`config.mk`:
```
export PLATFORM = sky130hd
export DESIGN_NAME = aclri_host_flat
export DESIGN_NICKNAME = d
export VERILOG_FILES = /design/src/aclri_pkg.sv /design/src/aclri_link_if.sv /design/src/aclri_host.sv /design/src/flat_wrapper.sv
export SDC_FILE = /design/constraint.sdc
export NUM_CORES = 1
export LEC_CHECK = 0
export ABC_AREA = 1
export BUFFER_PORTS_ARGS = -buffer_cell sky130_fd_sc_hd__buf_2
export CAP_MARGIN = 20
export CORE_AREA = 2 2 125 127
export DETAILED_ROUTE_END_ITERATION = 8
export DIE_AREA = 0 0 127 129
export GPL_TIMING_DRIVEN = 1
export SETUP_SLACK_MARGIN = 0.15
export SYNTH_ARGS = -nofsm -noshare
export SYNTH_HDL_FRONTEND = slang
export SYNTH_SLANG_ARGS = --single-unit
```
`constraint.sdc`:
```
create_clock -name ref_clk -period 3.7 [get_ports ref_clk]
set_clock_uncertainty 0.2 [all_clocks]
set_input_delay 0 -clock ref_clk [delete_from_list [all_inputs] [get_ports ref_clk]]
set_output_delay 0 -clock ref_clk [all_outputs]
set_load 0.01 [all_outputs]
```
`src/aclri_pkg.sv`:
```
// Shared constants and types for the rule-table indirect access path
package aclri_pkg;

    // Directly addressed registers of the device
    localparam logic [7:0] ACL_SEL_ADDR = 8'h6e;
    localparam logic [7:0] ACL_OFS_ADDR = 8'h6f;
    localparam logic [7:0] ACL_DATA_ADDR = 8'ha0;

    // Fields of the select control byte
    localparam int SEL_DIR_BIT = 4;
    localparam int SEL_TBL_LSB = 5;
    localparam logic [2:0] SEL_TBL_RULE = 3'h2;
    localparam logic [7:0] SEL_RESET = 8'h00;
    localparam logic [7:0] OFS_RESET = 8'h00;
    localparam logic [7:0] DATA_RESET = 8'h00;

    // Table geometry
    localparam int NUM_PORTS = 5;
    localparam int NUM_ENTRIES = 16;
    localparam logic [3:0] FIRST_PORT = 4'h1;
    localparam logic [3:0] LAST_PORT = 4'h5;

    // Offsets inside one port table
    localparam logic [7:0] OFS_FRN_BYTE = 8'h00;
    localparam logic [7:0] OFS_MODE_BYTE = 8'h01;
    localparam logic [7:0] OFS_SET_LO = 8'h0c;
    localparam logic [7:0] OFS_SET_HI = 8'h0d;
    localparam logic [7:0] OFS_RSVD_A = 8'h0e;
    localparam logic [7:0] OFS_RSVD_B = 8'h0f;
    localparam logic [7:0] OFS_BEN_HI = 8'h10;
    localparam logic [7:0] OFS_BEN_LO = 8'h11;
    localparam logic [7:0] OFS_CTRL = 8'h12;
    localparam logic [3:0] ENTRY_TOP_BYTE = 4'hf;

    // Field positions and reset values of the entry bytes
    localparam int FRN_LSB = 0;
    localparam int MODE_LSB = 4;
    localparam logic [3:0] FRN_RESET = 4'h0;
    localparam logic [15:0] BEN_RESET = 16'hffff;
    localparam logic [3:0] ENTRY_SEL_RESET = 4'h0;
    localparam int CTRL_VALID_BIT = 7;

    typedef enum logic [1:0] {
        MODE_OFF = 2'h0,
        MODE_L2 = 2'h1,
        MODE_L3 = 2'h2,
        MODE_L4 = 2'h3
    } aclri_mode_t;

    // Host-side Avalon registers, byte addresses
    localparam logic [3:0] HOST_CMD_ADDR = 4'h0;
    localparam logic [3:0] HOST_STAT_ADDR = 4'h4;
    localparam int CMD_PORT_LSB = 0;
    localparam int CMD_READ_BIT = 4;
    localparam int CMD_ENTRY_LSB = 8;
    localparam int CMD_OFS_LSB = 16;
    localparam int CMD_DATA_LSB = 24;
    localparam int STAT_BUSY_BIT = 0;
    localparam int STAT_DONE_BIT = 1;
    localparam int STAT_ERR_BIT = 2;
    localparam int STAT_BYTE_LSB = 8;

    typedef enum logic [1:0] {
        STEP_WR,
        STEP_RD_CHECK,
        STEP_RD_DATA,
        STEP_END
    } aclri_step_t;

endpackage

```
`src/aclri_link_if.sv`:
```
// Byte register link between the host controller and the device
`timescale 1ns/1ps
interface aclri_link_if;
    logic [7:0] addr;
    logic [7:0] wdata;
    logic wr;
    logic rd;
    logic [7:0] rdata;
    logic rvalid;

    modport dev (
        input addr,
        input wdata,
        input wr,
        input rd,
        output rdata,
        output rvalid
    );

    modport host (
        output addr,
        output wdata,
        output wr,
        output rd,
        input rdata,
        input rvalid
    );
endinterface

```
`src/aclri_host.sv`:
```
// Host end: Avalon-MM command registers driving the indirect access sequences
//
// Our own choice: register access over Avalon-MM.
`timescale 1ns/1ps
module aclri_host
    import aclri_pkg::*;
(
    // Clock and reset
    input wire logic ref_clk,
    input wire logic rst_n,
    // Avalon-MM slave
    input wire logic [3:0] avs_address,
    input wire logic avs_read,
    input wire logic avs_write,
    input wire logic [31:0] avs_writedata,
    output logic [31:0] avs_readdata,
    output logic avs_waitrequest,
    // Register link
    aclri_link_if.host link
);
    import aclri_pkg::*;

    typedef enum logic [1:0] {
        H_IDLE,
        H_ISSUE,
        H_WAIT
    } aclri_hstate_t;

    typedef struct packed {
        aclri_hstate_t state;
        logic [31:0] cmd;
        logic [3:0] step;
        logic [7:0] rbyte;
        logic done;
        logic err;
        logic wait_n;
        logic [31:0] rdata;
        logic [7:0] addr;
        logic [7:0] wdata;
        logic wr;
        logic rd;
    } aclri_host_st_t;

    aclri_host_st_t st_ff;
    aclri_host_st_t nxt_st;

    logic [17:0] cur;
    aclri_step_t cur_kind;
    logic [7:0] cur_addr;
    logic [7:0] cur_data;
    logic set_done;
    logic set_err;

    // One step of the sequence: kind, address, data or expected value
    function automatic logic [17:0] step_of(input logic [31:0] c, input logic [3:0] i);
        logic [7:0] selw;
        logic [7:0] selr;
        logic [7:0] ofs;
        selw = {SEL_TBL_RULE, 1'b0, c[CMD_PORT_LSB +: 4]};
        selr = {SEL_TBL_RULE, 1'b1, c[CMD_PORT_LSB +: 4]};
        ofs = c[CMD_OFS_LSB +: 8];
        step_of = {STEP_END, 16'h0000};
        // Entry select through the control offset comes first
        unique case (i)
            4'h0: step_of = {STEP_WR, ACL_SEL_ADDR, selw};
            4'h1: step_of = {STEP_WR, ACL_OFS_ADDR, OFS_CTRL};
            4'h2: step_of = {STEP_WR, ACL_DATA_ADDR, 4'h0, c[CMD_ENTRY_LSB +: 4]};
            default: step_of = {STEP_END, 16'h0000};
        endcase
        if (c[CMD_READ_BIT]) begin
            unique case (i)
                4'h3: step_of = {STEP_WR, ACL_SEL_ADDR, selr};
                4'h4: step_of = {STEP_WR, ACL_OFS_ADDR, ofs};
                4'h5: step_of = {STEP_RD_CHECK, ACL_SEL_ADDR, selr};
                4'h6: step_of = {STEP_RD_CHECK, ACL_OFS_ADDR, ofs};
                4'h7: step_of = {STEP_RD_DATA, ACL_DATA_ADDR, 8'h00};
                default: step_of = step_of;
            endcase
        end else begin
            unique case (i)
                4'h3: step_of = {STEP_WR, ACL_OFS_ADDR, ofs};
                4'h4: step_of = {STEP_RD_CHECK, ACL_SEL_ADDR, selw};
                4'h5: step_of = {STEP_WR, ACL_DATA_ADDR, c[CMD_DATA_LSB +: 8]};
                default: step_of = step_of;
            endcase
        end
    endfunction

    always_comb begin
        cur = step_of(st_ff.cmd, st_ff.step);
        cur_kind = aclri_step_t'(cur[17:16]);
        cur_addr = cur[15:8];
        cur_data = cur[7:0];
    end

    always_comb begin
        nxt_st = st_ff;
        nxt_st.wr = 1'b0;
        nxt_st.rd = 1'b0;
        nxt_st.wait_n = 1'b0;
        set_done = 1'b0;
        set_err = 1'b0;

        unique case (st_ff.state)
            H_IDLE: nxt_st.step = 4'h0;
            H_ISSUE: begin
                nxt_st.addr = cur_addr;
                unique case (cur_kind)
                    STEP_WR: begin
                        nxt_st.wr = 1'b1;
                        nxt_st.wdata = cur_data;
                        nxt_st.step = st_ff.step + 4'h1;
                    end
                    STEP_RD_CHECK, STEP_RD_DATA: begin
                        nxt_st.rd = 1'b1;
                        nxt_st.state = H_WAIT;
                    end
                    STEP_END: begin
                        set_done = 1'b1;
                        nxt_st.state = H_IDLE;
                    end
                endcase
            end
            H_WAIT: begin
                if (link.rvalid) begin
                    if (cur_kind == STEP_RD_DATA) begin
                        nxt_st.rbyte = link.rdata;
                    end else if (link.rdata != cur_data) begin
                        set_err = 1'b1;
                    end
                    nxt_st.step = st_ff.step + 4'h1;
                    nxt_st.state = H_ISSUE;
                end
            end
        endcase

        // Bus slave: one wait cycle, then the answer
        if ((avs_read || avs_write) && !st_ff.wait_n) begin
            nxt_st.wait_n = 1'b1;
            nxt_st.rdata = 32'h0000_0000;
            if (avs_read && avs_address == HOST_CMD_ADDR) begin
                nxt_st.rdata = st_ff.cmd;
            end else if (avs_read && avs_address == HOST_STAT_ADDR) begin
                nxt_st.rdata[STAT_BUSY_BIT] = (st_ff.state != H_IDLE);
                nxt_st.rdata[STAT_DONE_BIT] = st_ff.done;
                nxt_st.rdata[STAT_ERR_BIT] = st_ff.err;
                nxt_st.rdata[STAT_BYTE_LSB +: 8] = st_ff.rbyte;
            end
        end
        // Writes land on the edge at which the master sees waitrequest low
        if (avs_write && st_ff.wait_n) begin
            // Whole-entry updates are left to software as read-modify-write
            if (avs_address == HOST_CMD_ADDR && st_ff.state == H_IDLE) begin
                nxt_st.cmd = avs_writedata;
                nxt_st.state = H_ISSUE;
                nxt_st.done = 1'b0;
            end
            if (avs_address == HOST_STAT_ADDR) begin
                if (avs_writedata[STAT_DONE_BIT]) nxt_st.done = 1'b0;
                if (avs_writedata[STAT_ERR_BIT]) nxt_st.err = 1'b0;
            end
        end
        // Hardware set wins over a software clear in the same cycle
        if (set_done) nxt_st.done = 1'b1;
        if (set_err) nxt_st.err = 1'b1;
    end

    always_ff @(posedge ref_clk or negedge rst_n) begin
        if (!rst_n) begin
            st_ff.state <= H_IDLE;
            st_ff.cmd <= 32'h0000_0000;
            st_ff.step <= 4'h0;
            st_ff.rbyte <= 8'h00;
            st_ff.done <= 1'b0;
            st_ff.err <= 1'b0;
            st_ff.wait_n <= 1'b0;
            st_ff.rdata <= 32'h0000_0000;
            st_ff.addr <= 8'h00;
            st_ff.wdata <= 8'h00;
            st_ff.wr <= 1'b0;
            st_ff.rd <= 1'b0;
        end else begin
            st_ff <= nxt_st;
        end
    end

    assign avs_waitrequest = !st_ff.wait_n;
    assign avs_readdata = st_ff.rdata;
    assign link.addr = st_ff.addr;
    assign link.wdata = st_ff.wdata;
    assign link.wr = st_ff.wr;
    assign link.rd = st_ff.rd;

endmodule

```
`src/flat_wrapper.sv`:
```
// flat-port wrapper written by rule: the top's interface ports become plain ports
module aclri_host_flat import aclri_pkg::*;
  (ref_clk, rst_n, avs_address, avs_read, avs_write, avs_writedata, avs_readdata, avs_waitrequest, link_addr, link_wdata, link_wr, link_rd, link_rdata, link_rvalid);
  aclri_link_if link_i ();
  input wire logic ref_clk;
  input wire logic rst_n;
  input wire logic [3:0] avs_address;
  input wire logic avs_read;
  input wire logic avs_write;
  input wire logic [31:0] avs_writedata;
  output logic [31:0] avs_readdata;
  output logic avs_waitrequest;
  output wire logic [$bits(link_i.addr)-1:0] link_addr;
  output wire logic [$bits(link_i.wdata)-1:0] link_wdata;
  output wire logic [$bits(link_i.wr)-1:0] link_wr;
  output wire logic [$bits(link_i.rd)-1:0] link_rd;
  input wire logic [$bits(link_i.rdata)-1:0] link_rdata;
  input wire logic [$bits(link_i.rvalid)-1:0] link_rvalid;
  assign link_addr = link_i.addr;
  assign link_wdata = link_i.wdata;
  assign link_wr = link_i.wr;
  assign link_rd = link_i.rd;
  assign link_i.rdata = link_rdata;
  assign link_i.rvalid = link_rvalid;
  aclri_host u_core (.ref_clk(ref_clk), .rst_n(rst_n), .avs_address(avs_address), .avs_read(avs_read), .avs_write(avs_write), .avs_writedata(avs_writedata), .avs_readdata(avs_readdata), .avs_waitrequest(avs_waitrequest), .link(link_i));
endmodule
```
==> results of run 1 <==
## power breakdown
part	internal, mW	switching (mW)
logic	0.447	0.772
registers	1.34	0.207
clock network	0.550	0.381
## layout make-up
class	instances	area share, %
clock buffers	12	4.09
inverters	66	4.03
multi-input cells	411	33.0
repair buffers	154	16.7
flip-flops and latches	95	37.9
clock inverters	1	0.479
well taps	188	3.75
## what timing repair did
item | CTS | global route
endpoints found under the hold margin | 101 | 0
hold buffers | 48 | 0
gates resized for setup | 0 | 2
setup endpoints to repair | 0 | 3
## synthesized netlist by cell type, types with 2 or more instances
cell type	instances
nor2_4	2
buf_2	2
o31ai_1	22
o21ai_0	52
a21oi_1	26
inv_1	57
o21ai_1	8
inv_2	5
clkinv_1	3
nand3_1	61
nor2_1	37
dfrtp_1	95
buf_6	3
nor2_2	3
o211ai_1	5
clkbuf_1	20
buf_4	51
nand2_1	159
nand4_1	6
nand3_4	2
a31oi_1	5
ha_1	10
nand3_2	2
## worst max-delay path by stage
stage | start | endpoint | cells after the start
2_1_floorplan | u_core.st_ff[61]$_DFFE_PN0P_ | u_core.link.wdata[0]$_DFFE_PN0P_ | 15
3_3_place_gp | u_core.st_ff[63]$_DFFE_PN0P_ | u_core.st_ff[97]$_DFF_PN0_ | 14
3_5_place_dp | u_core.st_ff[63]$_DFFE_PN0P_ | u_core.st_ff[97]$_DFF_PN0_ | 14
4_1_cts | u_core.st_ff[63]$_DFFE_PN0P_ | u_core.st_ff[97]$_DFF_PN0_ | 14
5_1_grt | u_core.st_ff[62]$_DFFE_PN0P_ | u_core.st_ff[97]$_DFF_PN0_ | 15
6_report | u_core.st_ff[62]$_DFFE_PN0P_ | u_core.st_ff[97]$_DFF_PN0_ | 15
## cell families after synthesis
family | share of synthesized area (%)
compound gates | 14.1
xor+xnor | 0.169
fa+ha+maj | 2.41
buf+inv | 14.6
flops | 45.8
other cells | 0.0722
simple gates | 22.9
## per-layer routing
metal / global-route usage (%) / up-vias / routed length (um)
met5: 0 / - / 0
met1: 23.3 / 2107 / 6460
li1: - / 2247 / -
met3: 3.99 / 22 / 655
met2: 29.3 / 116 / 6730
met4: 6.66 / 0 / 272
## through the flow
stage,utilization [%],power [mW],area [um2],std cells
2_1_floorplan,-,2.39,5190,649
3_3_place_gp,36.7,2.71,5500,866
3_5_place_dp,36.7,2.73,5500,866
4_1_cts,41.8,3.72,6260,927
5_1_grt,41.9,3.97,6270,927
6_report,41.9,3.69,6270,927
## flip-flops by register name, indices dropped and copies added, names as in the netlist
register	count
u_core.st_ff	49
u_core.link.wr	1
u_core.link.addr	4
u_core.link.wdata	8
u_core.link.rd	1
u_core.avs_readdata	32
==> results.md, run 1 <==
* Run status: finished with violations
* Failing checks: negative hold slack
* Count of yosys warnings during synthesis at 0
* Pwr/cell area at 589 nW/um2
* Worst-path cell with the longest stage delay: dfrtp_1
* Number of enable-type register cells in the synthesized netlist at 0
* Number of buffers added by the clock tree synthesis step at 9
* Clock-pin transition on the worst setup and hold timing paths at 70 ps
* Final estimated routing congestion in global placement at 0.898
* Number of rows in the core area at 45
* Total area of sequential cells at 2380 um2
* Cell count after synthesis at 649
* Vias/cell at 4.85
* Sink count of the clock tree at 95
* Setup WS pre-CTS at 496 ps
* Worst Setup Path Type: reg2reg
* Area fraction of the dominant cell type after synthesis at 45.8%
* Clk root buf: clkbuf_16
* Mapped Nets at 708
* Seq/Total Area, Yosys at 45.8%
* Total core area at 15000 um2
* Leading cell types by total area after synthesis: dfrtp_1 (46%), nand2_1 (11%), buf_4 (7.4%)
* Total DRC errors in the routed layout at 0
* IR drop worst, VDD at 0.214 mV
* Cell class contributing the biggest share of worst-path delay: simple AND/OR/NAND/NOR gates
* Shortest period the worst path allows at 3080 ps
* Critical path buffers and inverters at 5
* Number of nets in the layout at 796
* Diodes inserted at 0
* Critical path data required time at 3740 ps
* Number of antenna violations at the first check in global routing at 0
* Area enclosed by the die boundary at 16400 um2
* CTS Buffer Depth at 2
* Chip Width at 127 um
* First-pass GRT wire length at 22700 um
* FMAX at 325 MHz
* Flip-flop and latch count after synthesis at 95
* Vert. Die Dim at 129 um
* Overall via count from detail_route at 4492
* Sum of net half-perimeters after detailed placement at 9940 um
* CP arrival at 3110 ps
* Slew of the pin with the lowest slew margin at 594 ps
* Count of pins over their slew limit at 0
* FF-to-FF End: u_core.st_ff[97]$_DFF_PN0_
* Critical register-to-register path startpoint: u_core.st_ff[62]$_DFFE_PN0P_
* Tot GR Track Use at 17.9%
* Area growth from synthesis to layout at 20.8%
* Drt wl/cell at 15.2 um
* Worst slew margin relative to its limit at 60.4%
* Number of unique standard cell types used by synthesis at 36
* Main flop type after synthesis: dfrtp_1
* Layout cell share with drive strength beyond 1 at 18.8%
* Commonest cells after routing, fill and taps aside: nand2_1 (159), buf_2 (97), dfrtp_1 (94), nand3_1 (61), inv_1 (57)
* Most common cell after layout, fill and taps aside: nand2_1
* Total wire length at 14100 um
* Pre-antenna DRT Iters at 6
* Worst Path Max Fanout at 13
* TritonCTS clock tree: done
* ANT nets after route at 0
* Initial Util at 34.7%
* Cell leakage power at 3.14 nW
* Initial DRC Count at 408
* Startpoint kind of the worst setup timing path: register
* Total count of hold-check failures in the final report at 10
* Unrepaired setup endpoints after global routing: false
* Critical path, cell by cell: inv_1 -> ha_1 -> nand2_1 -> inv_2 -> nor2_2 -> nand2_1 -> o21ai_1 -> inv_1 -> a21oi_2 -> inv_2 -> ha_1 -> nand2_1 -> inv_1 -> o31ai_1 -> nand2_1
* Clock network latency to the later pin of the worst-skew pair at 350 ps
* Netlist area before placement at 5190 um2
* Pin count of the biggest net entering global routing at 52
* Most common cell type on the critical path: nand2_1
* CTS HTree Levels at 3
* Final setup margin at 623 ps
* MaxCap Viol Count at 0
* Filler cells at 1525
* Number of primary I/O pins at 100
* Worst hold slack at -9.61 ps
* Dominant cell type by area after synthesis: dfrtp_1
* Share of the cycle needed by the critical path after routing at 83.2%
* Worst hold path type: in2async
* Endpoint kind of the worst setup timing path: register
* Area of combinational cells with multiple inputs at 2070 um2
* Number of cell instances on the worst register-to-register path at 15
* Count of port buffers added during placement at 98
* Async SR Flop Fraction at 100%
* Accumulated negative setup slack at 0 ps
* Slack of the worst reg-to-reg path at 620 ps
* # Post-CTS Setup Buffers at 0
* Number of global-route vias before repair at 4449
* Delay contributed by the slowest stage of the critical path at 390 ps
* Final setup violation count at 0
* Global route overflow at 0
* Post-synthesis area per instance at 8.00 um2
(Power assumes the default switching activity.)
==> run 2, diff against run 1 <==
Clock period 3.7 ns to 2.7 ns, I/O delays scaled along.
==> results.md, run 2 (same netlist as run 1, synthesis figures left out) <==
* Total area of sequential cells at 2380 um2
* Endpoint kind of the worst setup timing path: register
* Initial DRC Count at 384
* Count of pins over their slew limit at 0
* Vert. Die Dim at 129 um
* Number of global-route vias before repair at 4441
* Cell class contributing the biggest share of worst-path delay: buffers and inverters
* FMAX at 406 MHz
* Most common cell after layout, fill and taps aside: nand2_1
* Worst hold slack at -17.7 ps
* Filler cells at 1514
* Final setup margin at 239 ps
* Worst slew margin relative to its limit at 59.8%
* Failing checks: negative hold slack
* Area growth from synthesis to layout at 27.0%
* Total DRC errors in the routed layout at 0
* Number of buffers added by the clock tree synthesis step at 9
* Worst hold path type: in2async
* Count of port buffers added during placement at 98
* IR drop worst, VDD at 0.370 mV
* Overall via count from detail_route at 4667
* CP arrival at 2490 ps
* Initial Util at 34.7%
* Clock network latency to the later pin of the worst-skew pair at 350 ps
* Final instance count without filler cells at 954
* Unrepaired setup endpoints after global routing: false
* Drt wl/cell at 15.5 um
* Peak-usage layer in the global routing report: met2
* Run status: finished with violations
* Number of nets in the layout at 820
* Largest reg by FF count: u_core.st_ff
* Total core area at 15000 um2
* Slew of the pin with the lowest slew margin at 603 ps
* Clk root buf: clkbuf_16
* Number of primary I/O pins at 100
* Startpoint kind of the worst setup timing path: register
* Commonest cells after routing, fill and taps aside: nand2_1 (158), buf_2 (97), dfrtp_1 (91), nand3_1 (60), inv_1 (55)
* Critical register-to-register path startpoint: u_core.st_ff[61]$_DFFE_PN0P_
* Worst Path Max Fanout at 5
* Total count of hold-check failures in the final report at 8
* Pwr/cell area at 798 nW/um2
* Area enclosed by the die boundary at 16400 um2
* Tot GR Track Use at 18.0%
* Critical path, cell by cell: inv_4 -> ha_4 -> inv_1 -> nor2_4 -> nor2_4 -> nand2_1 -> o21ai_2 -> inv_1 -> a21oi_2 -> inv_2 -> ha_4 -> nand2_1 -> inv_1 -> buf_4 -> nor2_1 -> a31oi_1
* Pin count of the biggest net entering global routing at 53
* Number of antenna violations at the first check in global routing at 0
* First-pass GRT wire length at 22800 um
* Final estimated routing congestion in global placement at 0.887
* Total wire length at 14800 um
* Cell leakage power at 3.27 nW
* Met3 demand-to-capacity share in global routing at 3.33%
* ANT nets after route at 0
* Grt met2 use at 29.5%
* Sum of net half-perimeters after detailed placement at 10300 um
* Diodes inserted at 0
* Largest register FFs at 49
* Layout cell share with drive strength beyond 1 at 24.3%
* Worst-path cell with the longest stage delay: dfrtp_2
* Area of combinational cells with multiple inputs at 2200 um2
* Met1 Usage GRT at 23.9%
* Setup WS pre-CTS at -33.5 ps
* Global route overflow at 0
* Share of the cycle needed by the critical path after routing at 91.2%
* # placed instances at 882
* Final setup violation count at 0
* Sink count of the clock tree at 95
* Chip Width at 127 um
* Most common cell type on the critical path: inv_1
* Vias/cell at 4.89
* MaxCap Viol Count at 0
* CTS Buffer Depth at 2
* Startpoint of the worst setup timing path: u_core.st_ff[61]$_DFFE_PN0P_
* Critical path data required time at 2730 ps
* Worst Setup Path Type: reg2reg
* Pre-antenna DRT Iters at 5
* Number of rows in the core area at 45
* CTS HTree Levels at 3
* Clock-pin transition on the worst setup and hold timing paths at 70 ps
* Critical path buffers and inverters at 6
* TritonCTS clock tree: done
* Delay contributed by the slowest stage of the critical path at 440 ps
* Shortest period the worst path allows at 2460 ps
[run 2: final timing paths]
check,slack [ps],end,cells past startpoint
worst max-delay path,240,u_core.link.wdata[4]$_DFFE_PN0P_,16
worst min-delay path,-20,u_core.link.addr[6]$_DFFE_PN0P_,2
worst max register to register,240,u_core.link.wdata[4]$_DFFE_PN0P_,16
worst min register to register,280,u_core.avs_readdata[7]$_DFFE_PN0P_,2
max in group asynchronous,1630,u_core.st_ff[75]$_DFFE_PN0P_,3
min in group ref_clk,30,u_core.st_ff[97]$_DFF_PN0_,5
[run 2: what timing repair did]
item,CTS,global route
setup endpoints to repair,17,23
hold endpoints to repair,154,0
pin swaps,0,7
setup buffers,0,11
hold buffers,44,0
gates cloned,0,1
resized for setup,7,24
[run 2: layout make-up]
class | count | area share, %
Sequential cell | 95 | 36.1
Timing Repair Buffer | 177 | 18.5
Clock buffer | 14 | 4.31
Tap cell | 188 | 3.57
Multi-Input combinational cell | 412 | 33.3
Clock inverter | 2 | 0.190
Inverter | 66 | 3.95
[run 2: through the flow]
step	setup TNS (ps)	cell area, um2	utilization [%]	power, mW
floorplan	0	5210	-	3.28
global placement	0	5640	37.6	3.74
detailed placement	-95.2	5640	37.6	3.77
CTS	0	6410	42.8	5.14
global route	0	6590	44.0	5.63
finish	0	6590	44.0	5.26
[run 2: where the power goes]
group	internal, mW	switching (mW)	total (mW)
Sequential	1.83	0.311	2.14
Combinational	0.730	1.12	1.85
Clock	0.725	0.549	1.27
Total	3.29	1.98	5.26
[run 2: routing by layer]
layer | wire length, um | vias up
met4 | 344 | 0
met2 | 6960 | 134
met5 | 0 | -
met3 | 655 | 21
li1 | - | 2301
met1 | 6790 | 2211
==> run 3, diff against run 2 <==
Settings changed: REMOVE_ABC_BUFFERS from default to 1.
==> results.md, run 3 (same netlist as run 1, synthesis figures left out) <==
* Worst hold path type: in2async
* Commonest cells after routing, fill and taps aside: nand2_1 (158), buf_2 (97), dfrtp_1 (93), nand3_1 (58)
* Number of global-route vias before repair at 4387
* Worst-path cell with the longest stage delay: dfrtp_2
* Clock network latency to the later pin of the worst-skew pair at 350 ps
* Worst hold slack at -11.3 ps
* Dpl cell area at 5640 um2
* Critical path data required time at 2720 ps
* Sink count of the clock tree at 95
* Cell class contributing the biggest share of worst-path delay: adder cells
* CP arrival at 2390 ps
* Final total power at 5.04 mW
* Total count of hold-check failures in the final report at 20
* Vias/cell at 4.78
* Shortest period the worst path allows at 2370 ps
* Setup WS pre-CTS at 13.3 ps
* Count of port buffers added during placement at 98
* Clock-pin transition on the worst setup and hold timing paths at 60 ps
* Number of antenna violations at the first check in global routing at 0
* Critical path buffers and inverters at 4
* Number of rows in the core area at 45
* Layout cell share with drive strength beyond 1 at 24.2%
* FF-to-FF End: u_core.st_ff[98]$_DFF_PN0_
* Drt wl/cell at 14.4 um
* CTS HTree Levels at 3
* Vert. Die Dim at 129 um
* Worst Setup Path Type: reg2reg
* Initial Util at 34.7%
* Startpoint of the worst setup timing path: u_core.st_ff[61]$_DFFE_PN0P_
* CTS Buffer Depth at 2
* Clk root buf: clkbuf_16
* First-pass GRT wire length at 22300 um
* Area growth from synthesis to layout at 25.4%
* Final estimated routing congestion in global placement at 0.958
* FMAX at 422 MHz
* Critical register-to-register path startpoint: u_core.st_ff[61]$_DFFE_PN0P_
* Slack of the worst reg-to-reg path at 330 ps
* Worst Path Max Fanout at 5
* Unrepaired setup endpoints after global routing: true
* Cell leakage power at 3.24 nW
* Chip Width at 127 um
* Pre-antenna DRT Iters at 4
* Endpoint kind of the worst setup timing path: register
* Largest reg by FF count: u_core.st_ff
* Pwr/cell area at 774 nW/um2
* ANT nets after route at 0
* Slew of the pin with the lowest slew margin at 549 ps
* Diodes inserted at 0
* Final setup margin at 333 ps
* Post-layout instance area at 6510 um2
* Total DRC errors in the routed layout at 0
* Delay contributed by the slowest stage of the critical path at 450 ps
* Initial DRC Count at 259
* Global route overflow at 0
* Failing checks: negative hold slack
* Largest register FFs at 49
* Worst slew margin relative to its limit at 63.4%
* Most common cell after layout, fill and taps aside: nand2_1
* Most common cell type on the critical path: nand2_1
* Number of cell instances on the worst register-to-register path at 13
* Overall via count from detail_route at 4532
* MaxCap Viol Count at 0
* IR drop worst, VDD at 0.424 mV
* Count of pins over their slew limit at 0
* Total core area at 15000 um2
* Pin count of the biggest net entering global routing at 56
* Number of primary I/O pins at 100
* Tot GR Track Use at 17.2%
* Final setup violation count at 0
* Share of the cycle needed by the critical path after routing at 87.7%
* Number of buffers added by the clock tree synthesis step at 9
* Number of nets in the layout at 816
* Area enclosed by the die boundary at 16400 um2
* Startpoint kind of the worst setup timing path: register
* TritonCTS clock tree: done
* Run status: finished with violations
* Total wire length at 13700 um
* Sum of net half-perimeters after detailed placement at 9870 um
* Critical path, cell by cell: inv_2 -> ha_2 -> nand2_1 -> nand2_1 -> o21ai_2 -> buf_4 -> o21ai_4 -> inv_1 -> ha_1 -> nand2_1 -> inv_1 -> o21ai_0 -> a21oi_1
-- run 3: cell types whose count changed in the layout (fill, tap and decap cells not counted), moves of 3 or more --
cell / previous run / this run
buf_4: 34 / 30
clkbuf_8: 4 / 1
inv_2: 5 / 10
inv_1: 55 / 52
-- run 3: power breakdown --
| part | switching [mW] | total (mW) | internal (mW) |
|---|---|---|---|
| Sequential | 0.278 | 2.11 | 1.83 |
| Combinational | 1.06 | 1.76 | 0.700 |
| Clock | 0.522 | 1.17 | 0.643 |
-- run 3: area by class of cell --
cell class              count  area, um2
inverters                  66        253
well taps                 188        235
multi-input cells         411       2170
clock buffers              12        246
clock inverters             3       20.0
repair buffers            174       1200
fillers                  1523       8470
flip-flops and latches     95       2380
-- run 3: worst reg2reg max path: stages, from the launching register on --
cell,delay (ps)
dfrtp_2,450
inv_2,120
ha_2,240
nand2_1,110
nand2_1,100
o21ai_2,70
buf_4,140
o21ai_4,160
inv_1,70
ha_1,290
nand2_1,60
inv_1,50
o21ai_0,140
a21oi_1,80
-- run 3: through the flow --
| stage | util [%] | setup TNS [ps] | cells |
|---|---|---|---|
| 6_report | 43.5 | 0 | 949 |
| 5_1_grt | 43.5 | 0 | 949 |
| 4_1_cts | 42.5 | 0 | 944 |
| 3_5_place_dp | 37.6 | 0 | 883 |
| 3_3_place_gp | 37.6 | 0 | 883 |
| 2_1_floorplan | - | -3030 | 572 |
-- run 3: repair_timing --
item / in CTS / in global routing
gates resized for setup: 3 / 29
cloned: 0 / 1
hold endpoints to repair: 154 / 0
setup buffers: 2 / 4
hold buffers: 44 / 0
pin swaps: 1 / 5
setup endpoints to repair: 6 / 22
-- run 3: layer usage --
metal / global-route usage, % / wire (um) / share of wire, %
met1: 23.3 / 6360 / 47
met2: 27.9 / 6260 / 46
met3: 3.62 / 804 / 5.9
met4: 5.43 / 259 / 1.9
met5: 0 / 0 / 0
-- run 3: worst max path at each step --
stage | endpoint | cells past startpoint
finish | u_core.st_ff[98]$_DFF_PN0_ | 13
global route | u_core.st_ff[60]$_DFFE_PN0P_ | 14
CTS | u_core.st_ff[63]$_DFFE_PN0P_ | 16
detailed placement | u_core.st_ff[63]$_DFFE_PN0P_ | 16
global placement | u_core.st_ff[63]$_DFFE_PN0P_ | 16
floorplan | u_core.avs_readdata[0]$_DFFE_PN0P_ | 3
